--- src/verilog/chg_defines.svh ---
// charger register bank constants: offsets, field positions, resets, times
// assumes a 25 MHz clk; included by the design only; the bench uses literal values
// How it works
// - termination enable bit 6, default on
// - watchdog limit bits 5:4, off/40/80/160 s
// - safety timer enable bit 3, 3/5/8/12 h
// - bit 0 keeps charging after termination
// - misc bit 6 doubles timer during power-path
// - misc bit 5 turns battery switch off
// - thermal threshold code 60..120 C, default 11
// - status bits 4:3 report charge state
// - status bit 2 shows power-path active
// - status bit 1 shows input power good
// - status bit 0 shows thermal regulation
// - fault bit 6 on watchdog expiry
// - fault bit 5 on input fault
// - fault bits 4,3 thermal shutdown, battery overvoltage
// - fault bit 2 on safety timer expiry
// - fault bits 1:0 hot/cold, gated by enable
// - read-only fault register at 08h, latched bits 6 and 2 reset zero
// - read-only status at 07h with revision
// - one-time-programmable defaults loaded after reset
// - watchdog holds while input power absent
`ifndef CHG_DEFINES_SVH
`define CHG_DEFINES_SVH
`define CHG_OFF_CVC        8'h04
`define CHG_OFF_TTC        8'h05
`define CHG_OFF_MOC        8'h06
`define CHG_OFF_STATUS     8'h07
`define CHG_OFF_FAULT      8'h08
`define CHG_RST_CVC        8'ha3
`define CHG_RST_TTC        8'h4a
`define CHG_RST_MOC        8'h4b
`define CHG_TTC_TERM_EN    6
`define CHG_TTC_WD_HI      5
`define CHG_TTC_WD_LO      4
`define CHG_TTC_SAFE_EN    3
`define CHG_TTC_SAFE_HI    2
`define CHG_TTC_SAFE_LO    1
`define CHG_TTC_KEEP       0
`define CHG_MOC_DOUBLE     6
`define CHG_MOC_FET_OFF    5
`define CHG_MOC_NTC_EN     3
`define CHG_CLK_HZ         25000000
`define CHG_SEC_PER_HOUR   3600
`define CHG_WD_SEC_40      8'h28
`define CHG_WD_SEC_80      8'h50
`define CHG_WD_SEC_160     8'ha0
`define CHG_SAFE_HRS_3     32'h3
`define CHG_SAFE_HRS_5     32'h5
`define CHG_SAFE_HRS_8     32'h8
`define CHG_SAFE_HRS_12    32'hc
`endif

--- src/verilog/chg_pkg.sv ---
// charger register bank types
// assumes nothing beyond the defines header
package chg_pkg;
  typedef enum logic [2:0] {
    CHG_IDLE, CHG_ADDR, CHG_ACK_A, CHG_REG, CHG_ACK_W, CHG_WDATA,
    CHG_RDATA, CHG_RACK
  } chg_bus_state_t;

  typedef struct packed {
    logic [1:0] charge_state_field;
    logic       power_path_active_flag;
    logic       input_power_good_flag;
    logic       thermal_regulation_flag;
    logic       input_fault_flag;
    logic       thermal_shutdown_flag;
    logic       battery_overvoltage_flag;
    logic       thermistor_hot;
    logic       thermistor_cold;
  } chg_cond_t;

  typedef struct packed {
    logic [4:0] charge_current;
    logic [1:0] precharge_current;
    logic       board_overtemp_enable;
    logic [1:0] watchdog_limit;
    logic [5:0] battery_regulation_voltage;
  } chg_otp_t;

  typedef struct packed {
    logic       term_enable;
    logic       post_termination_keep_charging;
    logic       safety_enable;
    logic [1:0] fast_charge_time_select;
    logic       safety_time_doubling_enable;
    logic       battery_switch_off;
    logic       thermistor_sense_enable;
    logic [1:0] thermal_threshold;
    logic [5:0] battery_regulation_voltage;
    logic [4:0] charge_current;
    logic [1:0] precharge_current;
    logic       board_overtemp_enable;
    logic       watchdog_expired;
    logic       safety_expired;
  } chg_ctrl_t;

  typedef struct packed {
    chg_bus_state_t bus;
    logic           scl_q;
    logic           sda_q;
    logic [3:0]     cnt;
    logic [7:0]     shift;
    logic [7:0]     ptr;
    logic           rw;
    logic           mack;
    logic           drive;
    logic [7:0]     cvc;
    logic [7:0]     ttc;
    logic [7:0]     moc;
    logic           otp_done;
    logic [4:0]     icc;
    logic [1:0]     ipre;
    logic           pcb_en;
    logic [31:0]    tick_cnt;
    logic [7:0]     wd_sec;
    logic           wd_expired;
    logic [31:0]    safe_sec;
    logic           half;
    logic           safe_expired;
  } chg_state_t;
endpackage : chg_pkg

--- src/verilog/chg_regs.sv ---
// charger control/status register bank behind a two-wire serial port
// assumes scl/sda already synchronous to clk; sda is open drain
`timescale 1ns/1ps
`include "chg_defines.svh"
module chg_regs #(
  parameter logic [6:0] DEV_ADDR      = 7'h09,
  parameter logic [1:0] REVISION      = 2'h1, // arbitrary value
  parameter int         TICK_CYCLES   = `CHG_CLK_HZ,
  parameter int         SEC_PER_HOUR  = `CHG_SEC_PER_HOUR
) (
  input  wire logic              clk,
  input  wire logic              rst,
  input  wire logic              scl_in,
  input  wire logic              sda_in,
  output logic                   sda_out,
  output logic                   sda_oe_n,
  input  wire logic              watchdog_reset,
  input  wire chg_pkg::chg_cond_t cond,
  input  wire chg_pkg::chg_otp_t  otp,
  output chg_pkg::chg_ctrl_t     ctrl
);
  import chg_pkg::*;

  chg_state_t  st;
  chg_state_t  nx;
  logic        rise;
  logic        fall;
  logic        start_c;
  logic        stop_c;
  logic        tick;
  logic        wr_en;
  logic [7:0]  rdata;
  logic [7:0]  status_value;
  logic [7:0]  fault_value;
  logic [7:0]  wd_lim;
  logic        wd_hit;
  logic        charging;
  logic        slow;
  logic        step;
  logic [31:0] safe_hrs;
  logic [31:0] safe_lim;
  logic        safe_hit;
  logic [1:0]  ntc_flags;

  // live views, built only from inputs and flops; reading changes nothing
  assign status_value = {1'b0, REVISION,
                         cond.charge_state_field,
                         cond.power_path_active_flag,
                         cond.input_power_good_flag,
                         cond.thermal_regulation_flag};
  assign fault_value  = {1'b0, st.wd_expired,
                         cond.input_fault_flag,
                         cond.thermal_shutdown_flag,
                         cond.battery_overvoltage_flag,
                         st.safe_expired,
                         ntc_flags};
  // sensing off hides both flags
  assign ntc_flags = st.moc[`CHG_MOC_NTC_EN] ?
                     {cond.thermistor_hot, cond.thermistor_cold} : 2'h0;

  always_comb begin
    if (st.ptr == `CHG_OFF_CVC) begin
      rdata = st.cvc;
    end else if (st.ptr == `CHG_OFF_TTC) begin
      rdata = st.ttc;
    end else if (st.ptr == `CHG_OFF_MOC) begin
      rdata = st.moc;
    end else if (st.ptr == `CHG_OFF_STATUS) begin
      rdata = status_value;
    end else if (st.ptr == `CHG_OFF_FAULT) begin
      rdata = fault_value;
    end else begin
      rdata = 8'h00;
    end
  end

  assign rise    = scl_in & ~st.scl_q;
  assign fall    = ~scl_in & st.scl_q;
  assign start_c = scl_in & st.scl_q & st.sda_q & ~sda_in;
  assign stop_c  = scl_in & st.scl_q & ~st.sda_q & sda_in;
  assign wr_en   = fall && st.bus == CHG_WDATA && st.cnt == 4'h8;
  assign tick    = st.tick_cnt == 32'(TICK_CYCLES - 1);

  always_comb begin
    case (st.ttc[`CHG_TTC_WD_HI:`CHG_TTC_WD_LO])
      2'h1:    wd_lim = `CHG_WD_SEC_40;
      2'h2:    wd_lim = `CHG_WD_SEC_80;
      2'h3:    wd_lim = `CHG_WD_SEC_160;
      default: wd_lim = 8'h00;
    endcase
    case (st.ttc[`CHG_TTC_SAFE_HI:`CHG_TTC_SAFE_LO])
      2'h0:    safe_hrs = `CHG_SAFE_HRS_3;
      2'h1:    safe_hrs = `CHG_SAFE_HRS_5;
      2'h2:    safe_hrs = `CHG_SAFE_HRS_8;
      default: safe_hrs = `CHG_SAFE_HRS_12;
    endcase
  end

  // watchdog stalls with no input power; expiry stops it until reset
  assign wd_hit = tick && cond.input_power_good_flag && wd_lim != 8'h00
                  && !st.wd_expired && st.wd_sec + 8'h01 == wd_lim;
  assign charging = cond.charge_state_field == 2'h1 ||
                    cond.charge_state_field == 2'h2;
  // doubling by half-rate counting keeps the compare at one width
  assign slow = cond.power_path_active_flag &&
                st.moc[`CHG_MOC_DOUBLE];
  assign step = tick && (!slow || st.half);
  assign safe_lim = 32'(safe_hrs * 32'(SEC_PER_HOUR));
  assign safe_hit = charging && st.ttc[`CHG_TTC_SAFE_EN] && step &&
                    !st.safe_expired && st.safe_sec + 32'h1 >= safe_lim;

  always_comb begin
    nx = st;
    nx.scl_q = scl_in;
    nx.sda_q = sda_in;
    // defaults come from the fuse image on the first edge after reset
    if (!st.otp_done) begin
      nx.otp_done = 1'b1;
      nx.cvc[7:2] = otp.battery_regulation_voltage;
      nx.ttc[`CHG_TTC_WD_HI:`CHG_TTC_WD_LO] = otp.watchdog_limit;
      nx.icc      = otp.charge_current;
      nx.ipre     = otp.precharge_current;
      nx.pcb_en   = otp.board_overtemp_enable;
    end
    case (st.bus)
      CHG_ADDR, CHG_REG, CHG_WDATA: begin
        if (rise) begin
          nx.shift = {st.shift[6:0], sda_in};
          nx.cnt   = st.cnt + 4'h1;
        end else if (fall && st.cnt == 4'h8) begin
          nx.cnt = 4'h0;
          if (st.bus == CHG_ADDR) begin
            if (st.shift[7:1] == DEV_ADDR) begin
              nx.drive = 1'b1;
              nx.rw    = st.shift[0];
              nx.bus   = CHG_ACK_A;
            end else begin
              nx.bus = CHG_IDLE;
            end
          end else begin
            nx.drive = 1'b1;
            nx.bus   = CHG_ACK_W;
            if (st.bus == CHG_REG) begin
              nx.ptr = st.shift;
            end else begin
              nx.ptr = st.ptr + 8'h01;
              // status and fault ignore writes
              if (st.ptr == `CHG_OFF_CVC) begin
                nx.cvc = st.shift;
              end else if (st.ptr == `CHG_OFF_TTC) begin
                nx.ttc = st.shift;
              end else if (st.ptr == `CHG_OFF_MOC) begin
                nx.moc = st.shift;
              end
            end
          end
        end
      end
      CHG_ACK_A, CHG_RACK: begin
        if (rise && st.bus == CHG_RACK) begin
          nx.mack = ~sda_in;
        end else if (fall) begin
          nx.drive = 1'b0;
          if (st.bus == CHG_ACK_A && !st.rw) begin
            nx.bus = CHG_REG;
          end else if (st.bus == CHG_ACK_A || st.mack) begin
            nx.drive = ~rdata[7];
            nx.shift = {rdata[6:0], 1'b0};
            nx.cnt   = 4'h1;
            nx.ptr   = st.ptr + 8'h01;
            nx.bus   = CHG_RDATA;
          end else begin
            nx.bus = CHG_IDLE;
          end
        end
      end
      CHG_ACK_W: begin
        if (fall) begin
          nx.drive = 1'b0;
          nx.bus   = CHG_WDATA;
        end
      end
      CHG_RDATA: begin
        if (fall) begin
          if (st.cnt == 4'h8) begin
            nx.drive = 1'b0;
            nx.bus   = CHG_RACK;
          end else begin
            nx.drive = ~st.shift[7];
            nx.shift = {st.shift[6:0], 1'b0};
            nx.cnt   = st.cnt + 4'h1;
          end
        end
      end
      default: ;
    endcase
    if (start_c) begin
      nx.bus   = CHG_ADDR;
      nx.cnt   = 4'h0;
      nx.drive = 1'b0;
    end else if (stop_c) begin
      nx.bus   = CHG_IDLE;
      nx.drive = 1'b0;
    end

    nx.tick_cnt = tick ? 32'h0 : st.tick_cnt + 32'h1;

    if (wd_lim == 8'h00) begin
      nx.wd_sec = 8'h00;
    end else if (tick && cond.input_power_good_flag && !st.wd_expired) begin
      nx.wd_sec = wd_hit ? 8'h00 : st.wd_sec + 8'h01;
    end
    // expiry beats a coincident reset request
    if (wd_hit) begin
      nx.wd_expired = 1'b1;
    end else if (watchdog_reset) begin
      nx.wd_expired = 1'b0;
      nx.wd_sec     = 8'h00;
    end

    if (tick && slow) begin
      nx.half = ~st.half;
    end
    if (!charging || !st.ttc[`CHG_TTC_SAFE_EN]) begin
      nx.safe_sec = 32'h0;
    end else if (step && !st.safe_expired) begin
      nx.safe_sec = st.safe_sec + 32'h1;
    end
    // flag outlives the charge stop it causes; power loss clears it
    if (safe_hit) begin
      nx.safe_expired = 1'b1;
    end else if (!st.ttc[`CHG_TTC_SAFE_EN] || !cond.input_power_good_flag) begin
      nx.safe_expired = 1'b0;
    end
  end

  always_ff @(posedge clk or posedge rst) begin
    if (rst) begin
      st     <= '0;
      st.cvc <= `CHG_RST_CVC;
      st.ttc <= `CHG_RST_TTC;
      st.moc <= `CHG_RST_MOC;
    end else begin
      st <= nx;
    end
  end

  assign sda_out  = 1'b0;
  assign sda_oe_n = ~st.drive;
  assign ctrl = '{
    term_enable:                    st.ttc[`CHG_TTC_TERM_EN],
    post_termination_keep_charging: st.ttc[`CHG_TTC_KEEP],
    safety_enable:                  st.ttc[`CHG_TTC_SAFE_EN],
    fast_charge_time_select: st.ttc[`CHG_TTC_SAFE_HI:`CHG_TTC_SAFE_LO],
    safety_time_doubling_enable:    st.moc[`CHG_MOC_DOUBLE],
    battery_switch_off:             st.moc[`CHG_MOC_FET_OFF],
    thermistor_sense_enable:        st.moc[`CHG_MOC_NTC_EN],
    thermal_threshold:              st.moc[1:0],
    battery_regulation_voltage:     st.cvc[7:2],
    charge_current:                 st.icc,
    precharge_current:              st.ipre,
    board_overtemp_enable:          st.pcb_en,
    watchdog_expired:               st.wd_expired,
    safety_expired:                 st.safe_expired
  };
endmodule : chg_regs

--- config.mk ---
export PLATFORM = sky130hd
export DESIGN_NAME = chg_regs
export DESIGN_NICKNAME = d
export VERILOG_FILES = /design/src/verilog/chg_pkg.sv /design/src/verilog/chg_regs.sv
export VERILOG_INCLUDE_DIRS = /design/src /design/src/verilog
export SDC_FILE = /design/constraint.sdc
export NUM_CORES = 1
export LEC_CHECK = 0
export BUFFER_PORTS_ARGS = -buffer_cell sky130_fd_sc_hd__clkbuf_2
export CAP_MARGIN = 20
export CORE_ASPECT_RATIO = 0.8
export CORE_UTILIZATION = 35
export CTS_BUF_LIST = sky130_fd_sc_hd__clkbuf_8
export DETAILED_ROUTE_END_ITERATION = 8
export PLACE_DENSITY = 0.54
export SYNTH_ARGS = -nofsm -noshare
export SYNTH_HDL_FRONTEND = slang
export SYNTH_SLANG_ARGS = --single-unit
--- constraint.sdc ---
create_clock -name clk -period 5.7 [get_ports clk]
set_input_delay 0.57 -clock clk [delete_from_list [all_inputs] [get_ports clk]]
set_output_delay 0.57 -clock clk [all_outputs]
set_load 0.02 [all_outputs]
-- Yosys cells after proc, flatten, opt, wreduce, memory -nomap -nowiden
Index checks and enable logic that the tools add are counted.
Widths: inputs -> output; s select.
- bits in registers: 136
- input bits: 31
- output and inout bits: 28
- word-level logic and storage cells: 224
- $mul: 1
- $lt $le $gt $ge: 1
- eq/ne operators: 48
- reduce and logical (&&, ||, !) cells: 50
- bitwise gates (word level): 20
- $add $sub $neg: 5
- mux-type cells: 75
- operators with widths (operator ; count):
    $mux 8 ; 14
    $mux 32 ; 3
    $mux 20 ; 4
    $mux 24 ; 3
    $add 32x1->32 const B ; 2
    $mux 25 ; 2
    $reduce_and 8->1 ; 6
    $mux 3 ; 12
    $pmux 12 s3 ; 1
    $eq 32x25->1 const B ; 1
    $eq 8x3->1 const B ; 4
    $ge 32x32->1 ; 1
    $mul 32x8->28 const B ; 1
    $ne 4x4->1 const B ; 8
    $mux 9 ; 3
    $mux 12 ; 2
    $pmux 8 s3 ; 1
    $ne 2x2->1 const B ; 10
    $ne 3x3->1 const B ; 6
    $add 8x1->8 const B ; 2
    $logic_and 1x1->1 ; 16
    $mux 1 ; 16
    $mux 16 ; 1
    $pmux 8 s2 ; 1
    other kinds (35) ; 80

-- Logic depth before layout (Yosys ltp)
Gate-level depths: netlist (run 1).
- depth after elaboration: 14
- gate-level depth with buffers: 13

-- Worst setup path after synthesis (run 1)
OpenSTA, ideal clock, no wires.
- path type: register -> register
- from: register st[2] (netlist name)
- to: register st (netlist bit ctrl[0])
- setup slack: 2.589 ns
- arrival time: 2.984 ns
- stages on the path, launching flop included: 14
- cells stage by stage: dfrtp_1 > ha_1 > nand3_2 > nor2_1 > nand3_1 > xnor2_1 > ha_1 > a211o_1 > a21oi_2 > o211ai_1 > o31a_1 > a2111oi_0 > nand4_1 > o32a_1
- cells in the longest elaborated chain, start to end: 4
- RTL lines (element ; RTL line ; RTL):
    from (decl) ; chg_regs.sv:24 ; chg_state_t st;
    from (signal assigned) ; chg_regs.sv:244 ; st <= nx;
    $add 32x1->32 * ; chg_regs.sv:110 ; !st.safe_expired && st.safe_sec + 32'h1 >= safe_lim;
    $ge 32x32->1 * ; chg_regs.sv:110 ;
    $logic_and 1x1->1 * ; chg_regs.sv:109 ; assign safe_hit = charging && st.ttc[`CHG_TTC_SAFE_EN] && step &&
    $mux 1 or $reduce_bool 2->1 (tied branches) ; - ;
Mark *: on every way between the ends. The rest lies on a longest branch, timed or not.
A chain may end at the register's enable or synchronous reset.

-- Worst setup path in the final report (run 1)
- from: register st[5] (netlist name)
- to: register st (netlist bit ctrl[0])
Same word-level chain as after synthesis.

==> results of run 1 <==
state kept, by name, indices dropped and copies added, names as in the netlist:
name	count
st	110
ctrl	26
path summary, 6_finish.rpt:
| path | endpoint | slack, ns |
|---|---|---|
| min reg2reg | st[1] | 0.48 |
| min | st[68] | 0.29 |
| max reg2reg | ctrl[0] | 2.19 |
| max in group asynchronous | ctrl[16] | 4.32 |
| min in group clk | st[132] | 0.33 |
| max | ctrl[0] | 2.19 |
per-layer routing:
metal	global-route usage [%]	vias to the layer above	routed length, µm
met4	3.97	0	180
met1	26.2	3109	10700
li1	-	3238	-
met2	24.2	124	8250
met5	0	-	0
met3	3.72	10	873
critical path: cells and delay by family, from the launching register on:
kind | cells | cell delay (ns)
AOI/OAI and AO/OA | 6 | 1.64
DFF | 1 | 0.44
xor gates and xnor gates | 1 | 0.20
and+or+nand+nor | 5 | 0.86
adders and majority gates | 1 | 0.27
synth_stat cells (all sizes together), types with 4 or more instances:
cell type  count  area [µm²]
dfrtp        125        3130
nor2          98         370
nand2         84         315
o21ai         58         290
nand3         53         275
a21oi         49         249
xnor2         41         359
xor2          40         350
buf           39         264
inv           31         116
ha            28         350
nor3          25         158
clkbuf        24        91.3
mux2          22         248
and3          19         119
nand4         17         134
nor4          15         125
dfstp         11         289
mux2i         11         110
or3           11        68.8
o22ai          9        56.3
a32oi          7        61.3
o31ai          7        52.6
nor2b          6        37.5
o211ai         6        45.0
a31oi          5        31.3
nand2b         5        31.3
o22a           5        43.8
a2111oi        4        35.0
a221oi         4        35.0
and2           4        25.0
and4           4        35.0
nor4b          4        62.6
or2            4        25.0
power breakdown:
part | internal (mW) | leakage (nW) | total (mW) | switching (mW)
Sequential | 1.04 | 1.76 | 1.20 | 0.154
Combinational | 0.174 | 1.97 | 0.459 | 0.286
Clock | 0.403 | 0.200 | 0.811 | 0.408
Total | 1.62 | 3.92 | 2.47 | 0.848
kinds of logic (layout without fill, tap and decap cells):
| kind of cell | count (synthesis) | in the layout | share of synthesized area (%) |
|---|---|---|---|
| mux | 33 | 33 | 4.31 |
| xor+xnor | 81 | 81 | 8.54 |
| buf+inv | 94 | 123 | 5.68 |
| fa+ha+maj | 28 | 28 | 4.22 |
| compound gates | 179 | 179 | 13.3 |
| other cells | 2 | 2 | 0.0904 |
| flops | 136 | 136 | 41.1 |
| simple gates | 362 | 362 | 22.7 |
cell type report:
class	count	share of cell area (%)
Clock inverter	14	1.63
Inverter	31	1.34
Timing Repair Buffer	60	3.40
Tap cell	312	4.31
Multi-Input combinational cell	685	48.8
Sequential cell	136	37.8
Clock buffer	18	2.74
through the flow:
stage / utilization, % / cell area, µm² / total power, mW
6_report: 38.8 / 9050 / 2.47
5_1_grt: 38.8 / 9050 / 2.63
4_1_cts: 38.8 / 9050 / 2.49
3_5_place_dp: 37.1 / 8650 / 1.67
3_3_place_gp: 37.1 / 8650 / 1.66
2_1_floorplan: - / 8310 / 1.53
==> results.json, run 1 <==
{
  "status": "finished, final reports clean",
  "avgRoutedWirePerCell_um": 15.9,
  "overflow": 0,
  "grt_max_degree": 98,
  "vias_per_cell": 5.16,
  "synth_edf_count": 0,
  "path_class": "reg2reg",
  "portBuffers": 57,
  "pin_count": 59,
  "required_ns": 6.03,
  "fill_cells": 2313,
  "grt_use_total_pct": 17.2,
  "post_cts_buffers": 0,
  "cts.sinks": 136,
  "cts_tree": "built",
  "drt_iter0_drc": 490,
  "final_common_cell": "dfrtp_1",
  "maxCapViolations": 0,
  "core-area_um2": 23300,
  "cts-root-buf": "clkbuf_8",
  "row_count": 50,
  "period_minus_slack_ns": 3.51,
  "area_delta_synth_final_pct": 8.95,
  "worst_slack_ns": 2.19,
  "end_kind": "register",
  "die_h_um": 140,
  "stdcell_count": 1256,
  "drc": 0,
  "path_cells": "nand4_1, nor2_1, nand2_1, nor2_1, xor2_1, ha_1, a211o_1, a21oi_2, o211ai_1, o31a_1, a2111oi_0, nand4_1, o32a_1",
  "initial_utilization_pct": 35.6,
  "crit_path_start": "st[5]",
  "worst_pin_slew_ns": 0.984,
  "nets": 990,
  "first_global_vias": 6051,
  "regArea_um2": 3420,
  "crit_slowest_cell": "dfrtp_1",
  "finalClockSkew_ns": 0.0126,
  "max_clock_freq_mhz": 285,
  "cts_buffers": 17,
  "post-place-ws_ns": 2.22,
  "path_max_fanout": 5,
  "clock_latency_ns": 0.45,
  "drive_gt1_share_pct": 16.0,
  "syn-instance-count": 915,
  "setup_viol": 0,
  "synth-seq-cells": 136,
  "p_leak_nw": 3.92,
  "fin_crit_sh_pct": 61.6,
  "drtAntennaViolNets": 0,
  "r2r.worst_path.cells": 13,
  "die_x_um": 174,
  "multi_input_area_um2": 4420,
  "most-common-layout-cells": "dfrtp_1 (125), nor2_1 (97), nand2_1 (84), clkbuf_2 (57), o21ai_0 (56)",
  "antenna_found_initial": 0,
  "fin_tns_setup_ns": 0,
  "ys_warn_count": 0,
  "syn-cell-area_um2": 8310,
  "crit_arrival_ns": 3.84,
  "finalWeightedCongestion": 0.864,
  "cts_buffer_depth": 2,
  "seq_area_frac_synth_pct": 41.1,
  "relSlewSlack_pct": 34.2,
  "async_reset_ff_share_pct": 100,
  "drt_wl_total_um": 20000,
  "rsz0062_at_grt": "no",
  "via_count": 6481,
  "hold_path.class": "in2async",
  "synth_ff_type": "dfrtp_1",
  "maxSlewViolCount": 0,
  "worst_setup_path_start_kind": "register",
  "grt_pass1_wl_um": 33000,
  "n_antenna_cell": 0,
  "hold_viol_final": 0,
  "hpwl_um": 14000,
  "die_area_um2": 24400,
  "syn_nets": 974,
  "worst_path_largest_cell_delay_ns": 0.44,
  "postSynthAreaPerCell_um2": 9.08,
  "hold_slack_ns": 0.289,
  "cts_resized": 0,
  "htree_levels": 4,
  "vdd_ir_drop_max_v": 0.000120,
  "p_per_area_nw_per_um2": 273,
  "r2r_start": "st[5]",
  "cts_hold_repair.buffers": 0,
  "ys_types": 73,
  "drt_pass1_iterations": 5,
  "path_clk_slew_ns": 0.09,
  "placedCellCount": 1224
}
Power figures use the tool's default switching activity.
==> inputs of run 2 (changes only) <==
clock period = 3.3 ns   (was 5.7 ns; I/O delays follow)
==> run 2 against run 1 <==
Against the previous run: flip-flop and latch count is the same; combinational power rose by 79%; critical endpoint unchanged; highest routed layer unchanged; via count up 2.8%; worst setup slack worse by 2.0 ns.
==> results.json, run 2 (same netlist as run 1, synthesis figures left out) <==
{
  "finalWeightedCongestion": 0.868,
  "path_cells": "nand4_1, buf_4, nor3_2, nand2_1, xnor2_1, ha_1, a211o_1, a21oi_2, o211ai_1, o31a_1, a2111oi_2, nand4_1, o32a_1",
  "reg2reg_to": "ctrl[0]",
  "fin_crit_sh_pct": 92.8,
  "vias_per_cell": 5.18,
  "end_kind": "register",
  "p_per_area_nw_per_um2": 467,
  "crit_top_cell": "nand4_1",
  "worst_pin_slew_ns": 0.908,
  "fin_area_um2": 9330,
  "worst_setup_path_start_kind": "register",
  "path_class": "reg2reg",
  "die_x_um": 174,
  "cts_hold_repair.buffers": 0,
  "hold_slack_ns": 0.0456,
  "drt_wl_total_um": 20500,
  "largest_register_ff_count": 110,
  "r2r_slack_ns": 0.24,
  "worst_slack_ns": 0.238,
  "r2r.worst_path.cells": 13,
  "grt_pass1_wl_um": 33900,
  "r2r_start": "st[2]",
  "required_ns": 3.65,
  "n_antenna_cell": 0,
  "drt_iter0_drc": 462,
  "final_common_cell": "dfrtp_1",
  "stdcell_count": 1286,
  "vdd_ir_drop_max_v": 0.000267,
  "hold_path.class": "in2async",
  "core-area_um2": 23300,
  "pin_count": 59,
  "crit_slowest_cell": "dfrtp_1",
  "placedCellCount": 1250,
  "path_max_fanout": 4,
  "period_minus_slack_ns": 3.06,
  "status": "finished, final reports clean",
  "finalPower_mw": 4.36,
  "setup_viol": 0,
  "initial_utilization_pct": 35.6,
  "maxSlewViolCount": 0,
  "die_h_um": 140,
  "grt_max_degree": 48,
  "p_leak_nw": 4.09,
  "hold_viol_final": 0,
  "post-place-ws_ns": -0.0636,
  "rsz0062_at_grt": "no",
  "row_count": 50,
  "grt_use_total_pct": 17.4,
  "max_clock_freq_mhz": 327,
  "via_count": 6663,
  "first_global_vias": 6350,
  "placed_cell_area_um2": 8870,
  "cts_buffer_depth": 2,
  "finalClockSkew_ns": 0.0262,
  "cts_tree": "built",
  "fin_tns_setup_ns": 0,
  "worst_path_largest_cell_delay_ns": 0.40,
  "die_area_um2": 24400,
  "nets": 1020,
  "clock_latency_ns": 0.46,
  "cts-root-buf": "clkbuf_8",
  "crit_arrival_ns": 3.41,
  "htree_levels": 4,
  "most-common-layout-cells": "dfrtp_1 (125), nor2_1 (94), nand2_1 (83), clkbuf_2 (57), o21ai_0 (56)",
  "drc": 0,
  "relSlewSlack_pct": 39.3,
  "antenna_found_initial": 0,
  "overflow": 0,
  "hpwl_um": 14800,
  "drive_gt1_share_pct": 19.0,
  "post-route-util_pct": 40.0,
  "drt_pass1_iterations": 5,
  "area_delta_synth_final_pct": 12.3,
  "cts.sinks": 136,
  "path_clk_slew_ns": 0.10,
  "drtAntennaViolNets": 0,
  "top_register": "st",
  "maxCapViolations": 0,
  "avgRoutedWirePerCell_um": 16.0,
  "portBuffers": 57,
  "cts_buffers": 17
}
-- run 2: cell count changes in the layout (fill, tap and decap cells not counted), moves of 2 or more --
cell	before	now
nor2_2	1	4
buf_12	0	2
nor2_1	97	94
buf_4	3	31
-- run 2: cell type report --
| cell class | instances | area (µm²) |
|---|---|---|
| flip-flops and latches | 136 | 3420 |
| clock buffers | 17 | 234 |
| inverters | 31 | 120 |
| repair buffers | 90 | 558 |
| well taps | 312 | 390 |
| fillers | 2380 | 14000 |
| clock inverters | 15 | 176 |
| multi-input cells | 685 | 4430 |
-- run 2: layer usage --
| metal | wire length (µm) | track usage, % | vias to the layer above |
|---|---|---|---|
| met5 | 0 | 0 | - |
| met4 | 324 | 5.08 | 0 |
| met3 | 892 | 3.31 | 26 |
| met2 | 8410 | 24.3 | 148 |
| met1 | 10900 | 26.6 | 3185 |
| li1 | - | - | 3304 |
-- run 2: repair_timing --
| item | 4_1_cts | 5_1_grt |
|---|---|---|
| pin swaps | 0 | 6 |
| endpoints found under the setup margin | 1 | 1 |
| resized for setup | 1 | 5 |
| endpoints found under the hold margin | 0 | 0 |
| setup buffers | 3 | 1 |
-- run 2: worst max-delay path by stage --
stage	depth (start not counted)	slack (ns)	endpoint	start
2_1_floorplan	13	0.19	ctrl[0]	st[2]
3_3_place_gp	13	0.05	ctrl[0]	st[2]
3_5_place_dp	13	-0.06	ctrl[0]	st[2]
4_1_cts	13	0.001	ctrl[0]	st[3]
5_1_grt	13	0.007	ctrl[0]	st[3]
6_report	13	0.24	ctrl[0]	st[2]
-- run 2: worst max-delay path, delay by kind of cell (launching register included) --
family	cells	cell delay, ns
flip-flops	1	0.40
AO/OA/AOI/OAI	6	1.39
adder cells (fa/ha/maj)	1	0.22
XOR/XNOR	1	0.15
buffers and inverters	1	0.18
AND/OR/NAND/NOR	4	0.62
-- run 2: report_power, final --
| part | internal (mW) | leakage [nW] | switching (mW) |
|---|---|---|---|
| sequential | 1.80 | 1.76 | 0.268 |
| combinational | 0.317 | 2.13 | 0.504 |
| clock | 0.750 | 0.208 | 0.719 |
==> inputs of run 3 (changes only) <==
PLACE_DENSITY = unset   (was 0.54)
==> run 3 against run 2 <==
Against the previous run: final area hardly changed; worst hold slack better by 0.037 ns; utilization hardly changed; count of clock-buffer cells in the layout rose by 3; critical endpoint unchanged; largest cell class unchanged; highest routed layer unchanged.
==> results.json, run 3 (same netlist as run 1, synthesis figures left out) <==
{
  "grt_pass1_wl_um": 32800,
  "stdcell_count": 1286,
  "final_common_cell": "dfrtp_1",
  "path_class": "reg2reg",
  "vias_per_cell": 5.20,
  "core-area_um2": 23300,
  "hold_end": "st[132]",
  "die_x_um": 174,
  "pin_count": 59,
  "min_from": "scl_in",
  "first_global_vias": 6171,
  "fin_crit_sh_pct": 95.3,
  "hpwl_um": 14300,
  "placed_cell_area_um2": 8860,
  "worstHoldPathCells": 1,
  "r2r.worst_path.cells": 13,
  "drt_iter0_drc": 444,
  "htree_levels": 4,
  "antenna_found_initial": 0,
  "drc": 0,
  "grt_max_degree": 59,
  "p_leak_nw": 4.09,
  "relSlewSlack_pct": 43.2,
  "period_minus_slack_ns": 3.15,
  "hold_path.class": "in2reg",
  "status": "finished, final reports clean",
  "crit_arrival_ns": 3.50,
  "placedCellCount": 1250,
  "clock_latency_ns": 0.46,
  "path_clk_slew_ns": 0.09,
  "required_ns": 3.65,
  "n_antenna_cell": 0,
  "fin_tns_setup_ns": 0,
  "most-common-layout-cells": "dfrtp_1 (125), nor2_1 (94), nand2_1 (83), clkbuf_2 (57), o21ai_0 (56)",
  "fin_area_um2": 9320,
  "r2r_slack_ns": 0.15,
  "avgRoutedWirePerCell_um": 15.5,
  "setup_viol": 0,
  "via_count": 6681,
  "initial_utilization_pct": 35.6,
  "grt_use_total_pct": 16.9,
  "cts_buffer_depth": 2,
  "finalWeightedCongestion": 0.887,
  "worst_setup_path_start_kind": "register",
  "reg2reg_to": "ctrl[0]",
  "r2r_start": "st[3]",
  "vdd_ir_drop_max_v": 0.000229,
  "largest_register_ff_count": 110,
  "cts_tree": "built",
  "finalClockSkew_ns": 0.0232,
  "die_h_um": 140,
  "worst_pin_slew_ns": 0.853,
  "finalPower_mw": 4.25,
  "drt_pass1_iterations": 5,
  "die_area_um2": 24400,
  "max_clock_freq_mhz": 318,
  "row_count": 50,
  "cts.sinks": 136,
  "maxCapViolations": 0,
  "hold_viol_final": 0,
  "portBuffers": 57,
  "maxSlewViolCount": 0,
  "cts_buffers": 17,
  "p_per_area_nw_per_um2": 456,
  "end_kind": "register",
  "cts-root-buf": "clkbuf_8",
  "drive_gt1_share_pct": 19.1,
  "area_delta_synth_final_pct": 12.2,
  "top_register": "st",
  "path_max_fanout": 5,
  "overflow": 0,
  "drt_wl_total_um": 19900,
  "drtAntennaViolNets": 0,
  "post-route-util_pct": 40.0,
  "nets": 1020
}
==> run 3: stage by stage <==
stage               worst slack, ns  hold WS, ns
finish                        0.153       0.0828
detailed placement          -0.0842        0.453
CTS                          0.0285       0.0539
floorplan                     0.189        0.361
global route                -0.0279       0.0702
global placement             0.0412        0.447
==> run 3: critical path, stage by stage (launching register included) <==
cell       delay, ns
dfrtp_1         0.41
nand4_1         0.17
buf_4           0.19
nor3_4          0.19
nand2_1         0.12
xnor2_1         0.18
ha_2            0.22
a211o_1         0.28
a21oi_2         0.13
o211ai_1        0.10
o31a_1          0.28
a2111oi_4       0.28
nand4_1         0.14
o32a_1          0.35
==> run 3: what timing repair did <==
action | in CTS | in global routing
hold buffers | 1 | 0
setup endpoints to repair | 1 | 1
pin swaps | 0 | 6
buffers inserted | 0 | 3
endpoints found under the hold margin | 23 | 0
gates resized for setup | 2 | 8
==> run 3: layout make-up <==
cell class / count / area, µm²
Fill cell: 2344 / 14000
Multi-Input combinational cell: 685 / 4460
Sequential cell: 136 / 3420
Timing Repair Buffer: 90 / 548
Tap cell: 312 / 390
Clock buffer: 20 / 275
Inverter: 31 / 120
Clock inverter: 12 / 113
==> run 3: where the power goes <==
part           internal (mW)  switching [mW]
registers               1.80           0.263
clock network          0.663           0.707
logic                  0.319           0.500
total                   2.78            1.47
==> run 3: per-layer routing <==
layer | part of all wire [%] | global-route usage [%] | vias to the layer above
li1 | - | - | 3303
met1 | 52 | 25.5 | 3222
met2 | 43 | 24.3 | 144
met3 | 4.5 | 3.58 | 12
met4 | 0.71 | 4.06 | 0
met5 | 0 | 0 | -
==> run 3: how the worst max path moves through the flow <==
stage | slack (ns) | start | endpoint
2_1_floorplan | 0.19 | st[2] | ctrl[0]
3_3_place_gp | 0.04 | st[2] | ctrl[0]
3_5_place_dp | -0.08 | st[2] | ctrl[0]
4_1_cts | 0.03 | st[2] | ctrl[0]
5_1_grt | -0.03 | st[3] | ctrl[0]
6_report | 0.15 | st[3] | ctrl[0]
